===== config.mk =====
export PLATFORM = sky130hd
export DESIGN_NAME = iess_irq_ctrl
export DESIGN_NICKNAME = d
export VERILOG_FILES = /design/src/inc/iess_pkg.sv /design/src/core/iess_edge_detect.sv /design/src/core/iess_irq_ctrl.sv
export SDC_FILE = /design/constraint.sdc
export NUM_CORES = 1
export LEC_CHECK = 0
export BUFFER_PORTS_ARGS = -buffer_cell sky130_fd_sc_hd__buf_4
export CAP_MARGIN = 30
export CORE_AREA = 2 2 98 100
export DETAILED_ROUTE_END_ITERATION = 7
export DIE_AREA = 0 0 100 102
export PLACE_DENSITY = 0.86
export SYNTH_ARGS = -nofsm -noshare
export SYNTH_HDL_FRONTEND = slang
export SYNTH_SLANG_ARGS = --single-unit

===== constraint.sdc =====
create_clock -name mclk -period 10.3 [get_ports mclk]
set_clock_uncertainty 0.1 [all_clocks]
set_input_delay 1.03 -clock mclk [delete_from_list [all_inputs] [get_ports mclk]]
set_output_delay 1.03 -clock mclk [all_outputs]
set_load 0.02 [all_outputs]

===== src/inc/iess_pkg.sv =====
// Package with register map, field positions and reset values of the interrupt enable/edge/shared block
package iess_pkg;
	// Printed offsets are not all multiples of four: they are register indices, byte address is index * 4
	localparam logic [11:0] IDX_PORTC_ENH = 12'hfc7;
	localparam logic [11:0] IDX_PORTC_ENL = 12'hfc8;
	localparam logic [11:0] IDX_EDGE_SEL = 12'hfcd;
	localparam logic [11:0] IDX_SHARED_SEL = 12'hfce;
	localparam logic [11:0] IDX_MASTER_CTL = 12'hfcf;
	// Own registers for pending status and interrupt mask
	localparam logic [11:0] IDX_PEND_STAT = 12'hfd0;
	localparam logic [11:0] IDX_PEND_MASK = 12'hfd1;
	localparam int ADDR_W = 14;
	localparam int REQ_N = 14;
	localparam int PORTC_LSB = 0;
	localparam int PORTA_LSB = 4;
	localparam int PORTC_N = 4;
	localparam int PORTA_N = 8;
	localparam int GLOBAL_EN_BIT = 7;
	localparam int VOLT_SEL_BIT = 7;
	localparam int COMP_SEL_BIT = 6;
	localparam logic [3:0] PORTC_MASK = 4'hf;
	localparam logic [7:0] SHARED_MASK = 8'hc0;
	localparam logic [7:0] REG_RESET = 8'h00;
	localparam logic [REQ_N-1:0] MASK_RESET = 14'h0000;
	localparam logic [1:0] LVL_OFF = 2'h0;
endpackage : iess_pkg


===== src/core/iess_edge_detect.sv =====
// Edge detector with per-bit polarity selection
`timescale 1ns/100ps
module iess_edge_detect #(
	parameter int WIDTH = 8 // Number of inputs
) (
	input wire logic mclk, // 200 MHz clock
	input wire logic rst, // Synchronous reset
	input wire logic [WIDTH-1:0] level, // Synchronised levels
	input wire logic [WIDTH-1:0] rising, // 1 rising, 0 falling
	output logic [WIDTH-1:0] edgeHit // One-cycle edge pulse
);
	logic [WIDTH-1:0] prev;

	// Previous level held for comparison
	always_ff @(posedge mclk)
	begin
		if (rst)
			prev <= '0;
		else
			prev <= level;
	end

	// Selected polarity edge
	always_comb
	begin
		for (int i = 0; i < WIDTH; i++)
			edgeHit[i] = rising[i] ? (level[i] & ~prev[i]) : (~level[i] & prev[i]);
	end
endmodule : iess_edge_detect


===== src/core/iess_irq_ctrl.sv =====
// Interrupt enable, edge select, shared source select and master enable with APB access
//
// Decided for this implementation: the APB slave port.
`timescale 1ns/100ps
module iess_irq_ctrl
	import iess_pkg::*;
(
	input wire logic mclk, // 200 MHz system clock
	input wire logic rst, // Synchronous reset, high
	input wire logic psel, // APB select
	input wire logic penable, // APB enable
	input wire logic pwrite, // APB direction
	input wire logic [iess_pkg::ADDR_W-1:0] paddr, // APB byte address
	input wire logic [31:0] pwdata, // APB write data
	output logic [31:0] prdata, // APB read data
	output logic pready, // APB ready
	output logic pslverr, // APB error on unmapped address
	input wire logic [7:0] portaPin, // Port A pins, asynchronous
	input wire logic [3:0] portcPinRequest, // Port C request pulses, same clock
	input wire logic lowVoltageDetector, // Voltage detector level, asynchronous
	input wire logic comparatorOut, // Comparator level, asynchronous
	input wire logic enableInstr, // Enable-interrupts instruction pulse
	input wire logic returnInstr, // Return-from-interrupt instruction pulse
	input wire logic disableInstr, // Disable-interrupts instruction pulse
	input wire logic cpuAck, // Processor acknowledges forwarded request
	output logic cpuReq, // Request to processor
	output logic [3:0] cpuReqId, // Index of forwarded request
	output logic [1:0] cpuReqLevel, // Level of forwarded request
	output logic [13:0] pendingOut, // Pending bits, port A 11..4, port C 3..0
	output logic irq // Level interrupt from status and mask
);
	typedef struct packed {
		logic [3:0] enh;
		logic [3:0] enl;
		logic [7:0] edgeSel;
		logic [1:0] sharedSel;
		logic globalEn;
		logic [REQ_N-1:0] pend;
		logic [REQ_N-1:0] mask;
		logic [7:0] sync1;
		logic [7:0] sync2;
		logic [1:0] anaSync1;
		logic [1:0] anaSync2;
		logic [31:0] rdata;
		logic ready;
		logic err;
		logic req;
		logic [3:0] reqId;
		logic [1:0] reqLevel;
		logic intOut;
	} iess_state_s;

	iess_state_s cur;
	iess_state_s next_cur;
	logic [7:0] srcLevel;
	logic [7:0] portaRise;
	logic [7:0] portaEdge;
	logic [REQ_N-1:0] arrive;
	logic [REQ_N-1:0] lvlHi;
	logic [REQ_N-1:0] lvlLo;
	logic [11:0] index;
	logic rdStrobe;
	logic wrStrobe;
	logic setup;
	logic [1:0] bestLvl;
	logic [3:0] bestId;

	// Decode of an enable pair into a level, 00 meaning off
	function automatic logic [1:0] iess_level(input logic hi, input logic lo);
		iess_level = {hi, lo};
	endfunction : iess_level

	// Mapped index check
	function automatic logic iess_mapped(input logic [11:0] idx);
		iess_mapped = idx == IDX_PORTC_ENH || idx == IDX_PORTC_ENL || idx == IDX_EDGE_SEL
			|| idx == IDX_SHARED_SEL || idx == IDX_MASTER_CTL || idx == IDX_PEND_STAT
			|| idx == IDX_PEND_MASK;
	endfunction : iess_mapped

	// Shared sources chosen before edge detection so that a switch can make an edge
	always_comb
	begin
		srcLevel = cur.sync2;
		srcLevel[VOLT_SEL_BIT] = cur.sharedSel[1] ? cur.anaSync2[0] : cur.sync2[VOLT_SEL_BIT];
		srcLevel[COMP_SEL_BIT] = cur.sharedSel[0] ? cur.anaSync2[1] : cur.sync2[COMP_SEL_BIT];
		portaRise = cur.edgeSel;
	end

	iess_edge_detect #(
		.WIDTH(PORTA_N)
	) u_edge (
		.mclk(mclk),
		.rst(rst),
		.level(srcLevel),
		.rising(portaRise),
		.edgeHit(portaEdge)
	);

	// Per-request levels; port A levels come from other enable registers outside this block, taken as level 1
	always_comb
	begin
		lvlHi = '0;
		lvlLo = '0;
		lvlHi[PORTC_N-1:0] = cur.enh;
		lvlLo[PORTC_N-1:0] = cur.enl;
		lvlLo[REQ_N-1:PORTA_LSB] = '1;
		arrive = '0;
		arrive[PORTC_N-1:0] = portcPinRequest;
		arrive[PORTA_LSB +: PORTA_N] = portaEdge;
	end

	// Highest level pending request, lowest index wins a tie
	always_comb
	begin
		bestLvl = LVL_OFF;
		bestId = 4'h0;
		for (int i = REQ_N - 1; i >= 0; i--)
		begin
			if (cur.pend[i] && iess_level(lvlHi[i], lvlLo[i]) != LVL_OFF
				&& iess_level(lvlHi[i], lvlLo[i]) >= bestLvl)
			begin
				bestLvl = iess_level(lvlHi[i], lvlLo[i]);
				bestId = 4'(i);
			end
		end
	end

	// APB strobes: answer in the access cycle, zero wait states
	always_comb
	begin
		index = paddr[ADDR_W-1:2];
		setup = psel & ~penable;
		rdStrobe = psel & penable & ~pwrite;
		wrStrobe = psel & penable & pwrite & iess_mapped(index);
	end

	// Next state
	always_comb
	begin
		next_cur = cur;
		next_cur.sync1 = portaPin;
		next_cur.sync2 = cur.sync1;
		// Detector and comparator levels are asynchronous too: same two-stage path as the pins
		next_cur.anaSync1 = {comparatorOut, lowVoltageDetector};
		next_cur.anaSync2 = cur.anaSync1;
		next_cur.ready = setup;
		next_cur.err = setup & ~iess_mapped(index);
		next_cur.rdata = 32'h0000_0000;
		if (setup && !pwrite)
		begin
			case (index)
				IDX_PORTC_ENH: next_cur.rdata[3:0] = cur.enh;
				IDX_PORTC_ENL: next_cur.rdata[3:0] = cur.enl;
				IDX_EDGE_SEL: next_cur.rdata[7:0] = cur.edgeSel;
				IDX_SHARED_SEL: next_cur.rdata[7:6] = cur.sharedSel;
				IDX_MASTER_CTL: next_cur.rdata[GLOBAL_EN_BIT] = cur.globalEn;
				IDX_PEND_STAT: next_cur.rdata[REQ_N-1:0] = cur.pend;
				IDX_PEND_MASK: next_cur.rdata[REQ_N-1:0] = cur.mask;
				default: next_cur.rdata = 32'h0000_0000;
			endcase
		end
		// Register writes; reserved bits dropped
		if (wrStrobe)
		begin
			case (index)
				IDX_PORTC_ENH: next_cur.enh = pwdata[3:0] & PORTC_MASK;
				IDX_PORTC_ENL: next_cur.enl = pwdata[3:0] & PORTC_MASK;
				IDX_EDGE_SEL: next_cur.edgeSel = pwdata[7:0];
				IDX_SHARED_SEL: next_cur.sharedSel = pwdata[7:6];
				IDX_MASTER_CTL: next_cur.globalEn = pwdata[GLOBAL_EN_BIT];
				IDX_PEND_MASK: next_cur.mask = pwdata[REQ_N-1:0];
				default: next_cur.mask = cur.mask;
			endcase
		end
		// Instructions and acknowledge override a same-cycle write
		if (enableInstr || returnInstr)
			next_cur.globalEn = 1'b1;
		if (disableInstr || cpuAck)
			next_cur.globalEn = 1'b0;
		// Reading the status clears only the bits that the read returned: a request that lands
		// at the setup edge missed the snapshot and must survive; new arrivals win over the clear
		if (rdStrobe && index == IDX_PEND_STAT)
			next_cur.pend = cur.pend & ~cur.rdata[REQ_N-1:0];
		if (cpuAck && cur.req)
			next_cur.pend[cur.reqId] = 1'b0;
		next_cur.pend = next_cur.pend | arrive;
		// Forward only when globally enabled; disabled requests stay pending
		next_cur.req = cur.globalEn && !cpuAck && bestLvl != LVL_OFF;
		next_cur.reqId = bestId;
		next_cur.reqLevel = bestLvl;
		next_cur.intOut = |(next_cur.pend & next_cur.mask);
	end

	// State register
	always_ff @(posedge mclk)
	begin
		if (rst)
		begin
			cur <= '0;
			cur.mask <= MASK_RESET;
		end
		else
			cur <= next_cur;
	end

	// Outputs straight from state flops
	assign prdata = cur.rdata;
	assign pready = cur.ready;
	assign pslverr = cur.err;
	assign cpuReq = cur.req;
	assign cpuReqId = cur.reqId;
	assign cpuReqLevel = cur.reqLevel;
	assign pendingOut = cur.pend;
	assign irq = cur.intOut;

	// Enable instruction raises the global enable next cycle
	enable_set_a: assert property (@(posedge mclk) disable iff (rst)
		(enableInstr || returnInstr) && !disableInstr && !cpuAck |=> cur.globalEn)
		else $error("global enable not set");

	// Acknowledge or disable clears it
	enable_clear_a: assert property (@(posedge mclk) disable iff (rst)
		disableInstr || cpuAck |=> !cur.globalEn)
		else $error("global enable not cleared");

	// No forwarding while globally disabled
	req_gated_a: assert property (@(posedge mclk) disable iff (rst)
		!$past(cur.globalEn) |-> !cpuReq)
		else $error("request forwarded while disabled");

	// Arrival sets pending
	pend_set_a: assert property (@(posedge mclk) disable iff (rst)
		arrive[0] |=> pendingOut[0])
		else $error("pending bit not set");

	// Forwarded request always has nonzero level
	req_level_a: assert property (@(posedge mclk) disable iff (rst)
		cpuReq |-> cpuReqLevel != LVL_OFF)
		else $error("disabled request forwarded");

	// Port C high enable reads keep reserved bits zero
	portc_read_a: assert property (@(posedge mclk) disable iff (rst)
		$past(setup && !pwrite && index == IDX_PORTC_ENH) |-> prdata[31:4] == 28'h0000000)
		else $error("reserved bits not zero");

	// Falling edge on pin 0 with polarity 0 raises a request
	fall_edge_a: assert property (@(posedge mclk) disable iff (rst)
		!cur.edgeSel[0] && $fell(srcLevel[0]) |-> portaEdge[0])
		else $error("falling edge missed");

	// Shared source switch with stable levels can itself produce an edge
	shared_edge_a: assert property (@(posedge mclk) disable iff (rst)
		cur.edgeSel[7] && $rose(srcLevel[7]) |-> arrive[11])
		else $error("shared edge missed");

	// Checks below look at one representative bit where the logic is the same for every bit

	// Pending level-3 request is forwarded at level 3
	top_level_a: assert property (@(posedge mclk) disable iff (rst)
		$past(cur.globalEn && !cpuAck && cur.pend[2] && cur.enh[2] && cur.enl[2]) |-> cpuReq && cpuReqLevel == 2'h3)
		else $error("level three request not forwarded");

	// A request with pair 00 is never forwarded
	off_pair_a: assert property (@(posedge mclk) disable iff (rst)
		$past(cur.pend[3] && !cur.enh[3] && !cur.enl[3]) |-> !(cpuReq && cpuReqId == 4'h3))
		else $error("disabled request forwarded");

	// A disabled request stays pending until software reads it away
	off_pend_a: assert property (@(posedge mclk) disable iff (rst)
		cur.pend[3] && !cur.enh[3] && !cur.enl[3] && !rdStrobe && !(cpuAck && cur.reqId == 4'h3) |=> cur.pend[3])
		else $error("disabled request lost");

	// Rising edge with polarity 1 raises a request
	rise_edge_a: assert property (@(posedge mclk) disable iff (rst)
		cur.edgeSel[0] && $rose(srcLevel[0]) |-> portaEdge[0])
		else $error("rising edge missed");

	// Rising edge with polarity 0 raises nothing
	no_edge_a: assert property (@(posedge mclk) disable iff (rst)
		!cur.edgeSel[1] && $rose(srcLevel[1]) |-> !portaEdge[1])
		else $error("wrong edge taken");

	// Shared request 7 follows its pin through two flops while the pin is selected
	pin7_path_a: assert property (@(posedge mclk) disable iff (rst)
		!$past(rst) && !$past(rst, 2) && !cur.sharedSel[1] |-> srcLevel[VOLT_SEL_BIT] == $past(portaPin[VOLT_SEL_BIT], 2))
		else $error("pin seven path wrong");

	// Shared request 7 follows the voltage detector when selected
	volt_path_a: assert property (@(posedge mclk) disable iff (rst)
		!$past(rst) && !$past(rst, 2) && cur.sharedSel[1] |-> srcLevel[VOLT_SEL_BIT] == $past(lowVoltageDetector, 2))
		else $error("detector path wrong");

	// Shared request 6 follows the comparator when selected
	comp_path_a: assert property (@(posedge mclk) disable iff (rst)
		!$past(rst) && !$past(rst, 2) && cur.sharedSel[0] |-> srcLevel[COMP_SEL_BIT] == $past(comparatorOut, 2))
		else $error("comparator path wrong");

	// Control register reads the enable in bit 7 and zero below and above
	master_read_a: assert property (@(posedge mclk) disable iff (rst)
		$past(setup && !pwrite && index == IDX_MASTER_CTL) |-> prdata == {24'h000000, $past(cur.globalEn), 7'h00})
		else $error("control register read wrong");

	// Writing one sets the enable
	write_one_a: assert property (@(posedge mclk) disable iff (rst)
		wrStrobe && index == IDX_MASTER_CTL && pwdata[GLOBAL_EN_BIT] && !disableInstr && !cpuAck |=> cur.globalEn)
		else $error("write one did not enable");

	// Writing zero clears the enable
	write_zero_a: assert property (@(posedge mclk) disable iff (rst)
		wrStrobe && index == IDX_MASTER_CTL && !pwdata[GLOBAL_EN_BIT] && !enableInstr && !returnInstr
		|=> !cur.globalEn)
		else $error("write zero did not disable");

	// Pending bits are sticky until read or acknowledged
	pend_hold_a: assert property (@(posedge mclk) disable iff (rst)
		cur.pend[4] && !rdStrobe && !(cpuAck && cur.reqId == 4'h4) |=> cur.pend[4])
		else $error("pending bit dropped");

	// Interrupt line mirrors unmasked pending bits
	irq_level_a: assert property (@(posedge mclk) disable iff (rst)
		irq == |(cur.pend & cur.mask))
		else $error("interrupt line wrong");

	// Unmapped index answers with an error in the access cycle
	unmapped_err_a: assert property (@(posedge mclk) disable iff (rst)
		$past(setup && !iess_mapped(index)) |-> pready && pslverr)
		else $error("unmapped access not refused");

	// Ready stands for one cycle only
	ready_pulse_a: assert property (@(posedge mclk) disable iff (rst)
		pready |=> !pready)
		else $error("ready held too long");

	// No answer without a select
	idle_ready_a: assert property (@(posedge mclk) disable iff (rst)
		!psel |=> !pready)
		else $error("ready without select");
endmodule : iess_irq_ctrl


Word level (Yosys, flattened, before mapping)

Index checks and enable logic that the tools add are counted.

Word-level logic and storage cells: 196
Register bits: 117
Output and inout port bits: 56

Bitwise logic cells: 48
Reduce and logical (&&, ||, !) cells: 52
Order comparisons: 15
Mux-type cells: 51
Equality and inequality tests: 7

Operators by type and width:

| cell                   | number |
|---|---|
| $eq A12 B12 Y1 const B | 7 |
| $mux W14               | 4 |
| $and A14 B14 Y14       | 3 |
| $mux W2                | 15 |
| $not A14 Y14           | 2 |
| $mux W4                | 6 |
| $logic_and A1 B1 Y1    | 23 |
| $and A1 B1 Y1          | 22 |
| $not A1 Y1             | 20 |
| $pmux W4 S5            | 1 |
| $ge A1 B2 Y1 const A   | 9 |
| $mux W1                | 16 |
| $or A14 B12 Y14        | 1 |
| $reduce_bool A2 Y1     | 7 |
| $reduce_or A14 Y1      | 1 |
| $mux W3                | 4 |
| $pmux W6 S2            | 1 |
| $reduce_and A2 Y1      | 5 |
| $reduce_or A9 Y1       | 1 |
| $ge A2 B2 Y1           | 4 |
| $logic_or A1 B1 Y1     | 8 |
| $pmux W2 S3            | 1 |
| $reduce_or A2 Y1       | 3 |
| $lt A4 B5 Y1 const B   | 1 |
| 7 further kinds        | 8 |

Logic depth before layout (Yosys ltp)

Depth after elaboration: 42
Gate-level depth with buffers: 27

Hierarchy

From an unflattened synthesis, not the netlist that was laid out.

Cells, all modules: 529
Area total of the unflattened synthesis: 4823.4 um^2

By module, submodules not included:

| module           | sequential area each (um^2) | cells an instance | times used | area an instance (um^2) |
|---|---|---|---|---|
| iess_irq_ctrl    | 1821.7                      | 489               | 1          | 4430.5 |
| iess_edge_detect | 160.2                       | 40                | 1          | 392.9 |

Least setup slack after synthesis

OpenSTA, ideal clock, no wires.

Path type: register to register
From: register cur (netlist bit pendingOut[6])
To: register cur (netlist bit cpuReqId[3])
Period minus slack after synthesis: 5.110 ns
Path buffers: 0
Slack: 5.190 ns
Arrival time: 4.949 ns
Cell stages (with the launch flop): 28
Cells stage by stage: dfxtp_1 nor4_1 nand3_1 ha_1 nand2b_1 a21oi_1 o21bai_1 and2_1 ha_1 nand2b_1 a21o_1 and2_1 a32oi_1 inv_1 ha_1 nand2b_1 a21oi_1 nor2b_1 and2_1 o21bai_1 ha_1 nand2b_1 a21oi_1 nor2b_1 o21a_1 or3b_2 nor3_1 and3_1

Word-level cells in the longest chain between the ends: 20

Ends and longest elaborated chain:

| item                                  | RTL line             | source |
|---|---|---|
| start, declared                       | iess_irq_ctrl.sv:53  | `iess_state_s cur;` |
| start signal, assigned                | iess_irq_ctrl.sv:203 | `cur <= next_cur;` |
| $logic_and A1 B1 Y1 (*)               | iess_irq_ctrl.sv:120 | `&& iess_level(lvlHi[i], lvlLo[i]) >= bestLvl)` |
| $mux W2                               | iess_irq_ctrl.sv:119 | `if (cur.pend[i] && iess_level(lvlHi[i], lvlLo[i]) != LVL_OFF` |
| $ge A1 B2 Y1                          | iess_irq_ctrl.sv:120 |  |
| $logic_and A1 B1 Y1                   | iess_irq_ctrl.sv:120 |  |
| $mux W2                               | iess_irq_ctrl.sv:119 |  |
| $ge A1 B2 Y1                          | iess_irq_ctrl.sv:120 |  |
| $logic_and A1 B1 Y1                   | iess_irq_ctrl.sv:120 |  |
| $mux W2                               | iess_irq_ctrl.sv:119 |  |
| (+4 left out)                         | n/a                  |  |
| $logic_and A1 B1 Y1                   | iess_irq_ctrl.sv:120 |  |
| $mux W2                               | iess_irq_ctrl.sv:119 |  |
| $ge A2 B2 Y1                          | iess_irq_ctrl.sv:120 |  |
| $logic_and A1 B1 Y1                   | iess_irq_ctrl.sv:120 |  |
| $mux W2                               | iess_irq_ctrl.sv:119 |  |
| $ge A2 B2 Y1                          | iess_irq_ctrl.sv:120 |  |
| $logic_and A1 B1 Y1                   | iess_irq_ctrl.sv:120 |  |
| $reduce_or A9 Y1 (no source line) (*) | n/a                  |  |

Every way passes the cells marked *; elsewhere a longest branch is shown, timed or not.
A chain may end at the register's enable or synchronous reset.

Final worst setup path

Same ends and word-level chain as after synthesis.

==> metrics <==
Final Hold Fails=0; setup violators final=0; worst path bufs/invs=1; initial antenna violation count=0; flops & latches, synth=between 90 and 100; Synth cell types=53; DRC violations left=0; Setup crit end kind=register; met3 Resource Use GR=0.0499; number of flops mapped to enable cells by yosys=0; Fin Setup TNS=0 ps; Final Cycle Share=0.560; Slew Viols, Final=0; WP data required=10510 ps; postcts setup bufs=0; Synth Area per Inst=8.81 sq um; GRT overflow=0; drt initial violations=348; Hold Path Class=reg2reg; switching pwr=198 uW; IO Count=between 100 and 150; Setup CP Type=reg2reg; Synth Flop Type=dfxtp_1; antenna cells=0; # nets final=about 660; post-cts resize count=0; crit path launch type=register; grt peak-use layer=met2; number of vias per cell=5.73; Seq pwr share=0.554; ys async rst share=0; P&R area growth vs syn=12.0%; Pwr per Cell Area=approximately 140 mW/mm^2; routability cong.=between 0.9 and 1; YS warnings=0; Max FO, Critical Path=6; Worst Path Arrival=roughly 6000 ps; htree depth=3; CTS buffer count=9; die width=around 100 um; first-pass GRT wire length=about 18 mm; post-synthesis sequential area ratio=0.420; root buf cell=clkbuf_8; static leakage=2.13 nW; max_cap viols=0; switch share=0.276; clk slew on worst S/H paths=~100 ps; clock share of power=0.337; CTS tree=done; largest delay contributor family on the critical path=simple AND/OR/NAND/NOR gates; fillers=780; status=finished, final reports clean; min Tclk post-route=~5800 ps; FP Rows=35; vias in the first global route=between 3000 and 4000; Initial Util=0.518; crit-path max cell delay=470 ps; pre-CTS setup slack=approximately 4600 ps; WL/cell=16.6 um; Max transition margin=0.358; DRT antenna net count=0; hpwl dp=8.48 mm; CTS Sinks=between 90 and 100; largest net degree at the start of global routing=83; Worst Slack Setup Final=roughly 4500 ps; Core ar.=approximately 0.0091 sq mm; Peak Freq=174 MHz; VDD IR max=approximately 0.079 mV; I/O Buffers=86; grt met1 use=0.298; die area=approximately 0.01 sq mm; combinational share of power=0.108; Int Power=520 uW; Vias=approximately 4000; Worst path slowest cell=or3b_2; Die H=about 100 um; final wirelength=approximately 12 mm; fraction of layout cells with a size suffix above 1=0.202; Netlist Area Pre-Place=0.00472 sq mm; worst slew pin tran=956 ps; Clock Latency Late Sink=approximately 370 ps; Hold-fix buffers, CTS=0; Synth Instances=536; CTS Buffer Depth=2; GRT Total Usage=0.228; GR Util met2=0.374; TritonRoute pass-1 iters=5; RSZ-0062 raised after global routing=no
==> registers in the layout, summed over array words and instances (netlist names) <==
name	cells
pslverr	1
portaRise	8
irq	1
cur	45
prdata	14
pendingOut	14
pready	1
u_edge.prev	8
cpuReqId	4
cpuReqLevel	2
cpuReq	1
==> layout make-up <==
| type | count | area, sq um | share of cell area |
|---|---|---|---|
| well taps | 111 | 139 | 0.0263 |
| clock inverters | 7 | 67.6 | 0.0128 |
| clock buffers | 9 | 124 | 0.0234 |
| flip-flops and latches | 99 | 1980 | 0.375 |
| repair buffers | 87 | 653 | 0.124 |
| inverters | 9 | 33.8 | 0.00639 |
| multi-input cells | 373 | 2290 | 0.433 |
==> layout by cell type (no fill, tap or decap), types with 2 or more instances in the layout <==
master    netlist  routed
a21oi_1        39      39
or2_2           2       2
nand4b_1        2       2
inv_6           0       3
nor4_4          2       2
nand4_1         6       6
o22ai_1         5       5
nand3_1        17      17
nand2_1        33      33
o21ai_0        22      22
nor3b_1        10      10
mux2i_1        29      29
or4bb_1         2       2
a22oi_1         2       2
nor3_2          3       3
a222oi_1        6       6
and2_1          5       5
nand2b_1       10      10
conb_1          1      18
clkbuf_8        0       9
a211oi_1        2       2
nor3_1          8       8
and3_1          5       5
ha_1            7       7
o21a_1          2       2
nor4_1          3       3
nor2_1         63      63
nor2b_1        33      33
buf_4          52      87
dfxtp_1        99      99
inv_1           9       9
mux2_2          5       5
and3b_1         8       8
a31oi_1         2       2
o21bai_1        5       5
and4b_1         2       2
==> per-stage QoR <==
stage	util	instances	instance area (sq um)	power [mW]	hold WS, ps
after floorplan	-	553	4790	0.460	314
after global placement	0.559	679	5100	0.480	316
after detailed placement	0.559	679	5100	0.483	325
after CTS	0.580	695	5290	0.721	347
after global routing	0.580	695	5290	0.746	351
final	0.580	695	5290	0.718	344
==> layer usage <==
layer	part of all wire	vias up	wire, um
li1	-	1875	-
met1	0.43	1862	4940
met2	0.47	225	5470
met3	0.085	21	987
met4	0.015	0	170
met5	0	-	0
==> synth_stat cells (all sizes together), types with 7 or more instances <==
library cell | count | share of area
clkbuf | 15 | 0.012
dfxtp | 99 | 0.42
nand2 | 33 | 0.026
a21oi | 40 | 0.043
nor2b | 33 | 0.044
nand3 | 17 | 0.018
mux2i | 29 | 0.061
buf | 57 | 0.090
ha | 7 | 0.019
inv | 9 | 0.0072
nor3b | 10 | 0.016
o21ai | 22 | 0.023
nand2b | 10 | 0.013
nor3 | 11 | 0.015
and3b | 8 | 0.015
nor2 | 63 | 0.050
==> cells by family (layout without fill, tap and decap cells) <==
group,after synthesis,count (layout),share of synthesized area
multiplexers,34,34,0.0734
other,1,18,0.000794
XOR/XNOR,1,1,0.00186
flip-flops,99,99,0.420
AND/OR/NAND/NOR,220,220,0.258
AO/OA/AOI/OAI,92,92,0.117
adder cells (fa/ha/maj),8,8,0.0207
buffers and inverters,81,112,0.109
==> final timing paths <==
path / startpoint / to / slack, ps / cells after the start
worst max-delay path: pendingOut[6] / cpuReqId[3] / 4540 / 27
worst min-delay path: cur[57] / cur[49] / 340 / 1
worst max register to register: pendingOut[6] / cpuReqId[3] / 4540 / 27
worst min register to register: cur[57] / cur[49] / 340 / 1
==> power by group through the flow <==
stage,clock network [mW],logic (mW),registers [mW]
global route,0.262,0.0847,0.399
finish,0.242,0.0778,0.398
global placement,0,0.0742,0.406
detailed placement,0,0.0769,0.407
floorplan,0,0.0560,0.404
CTS,0.246,0.0772,0.398
==> worst reg2reg max path: cells and delay by family, from the launching register on <==
kind	cells	cell delay (ps)
simple gates	14	2680
buf+inv	1	70
flops	1	400
compound gates	8	1360
fa+ha+maj	4	1110
No activity file was read; power rests on OpenSTA's default activity.
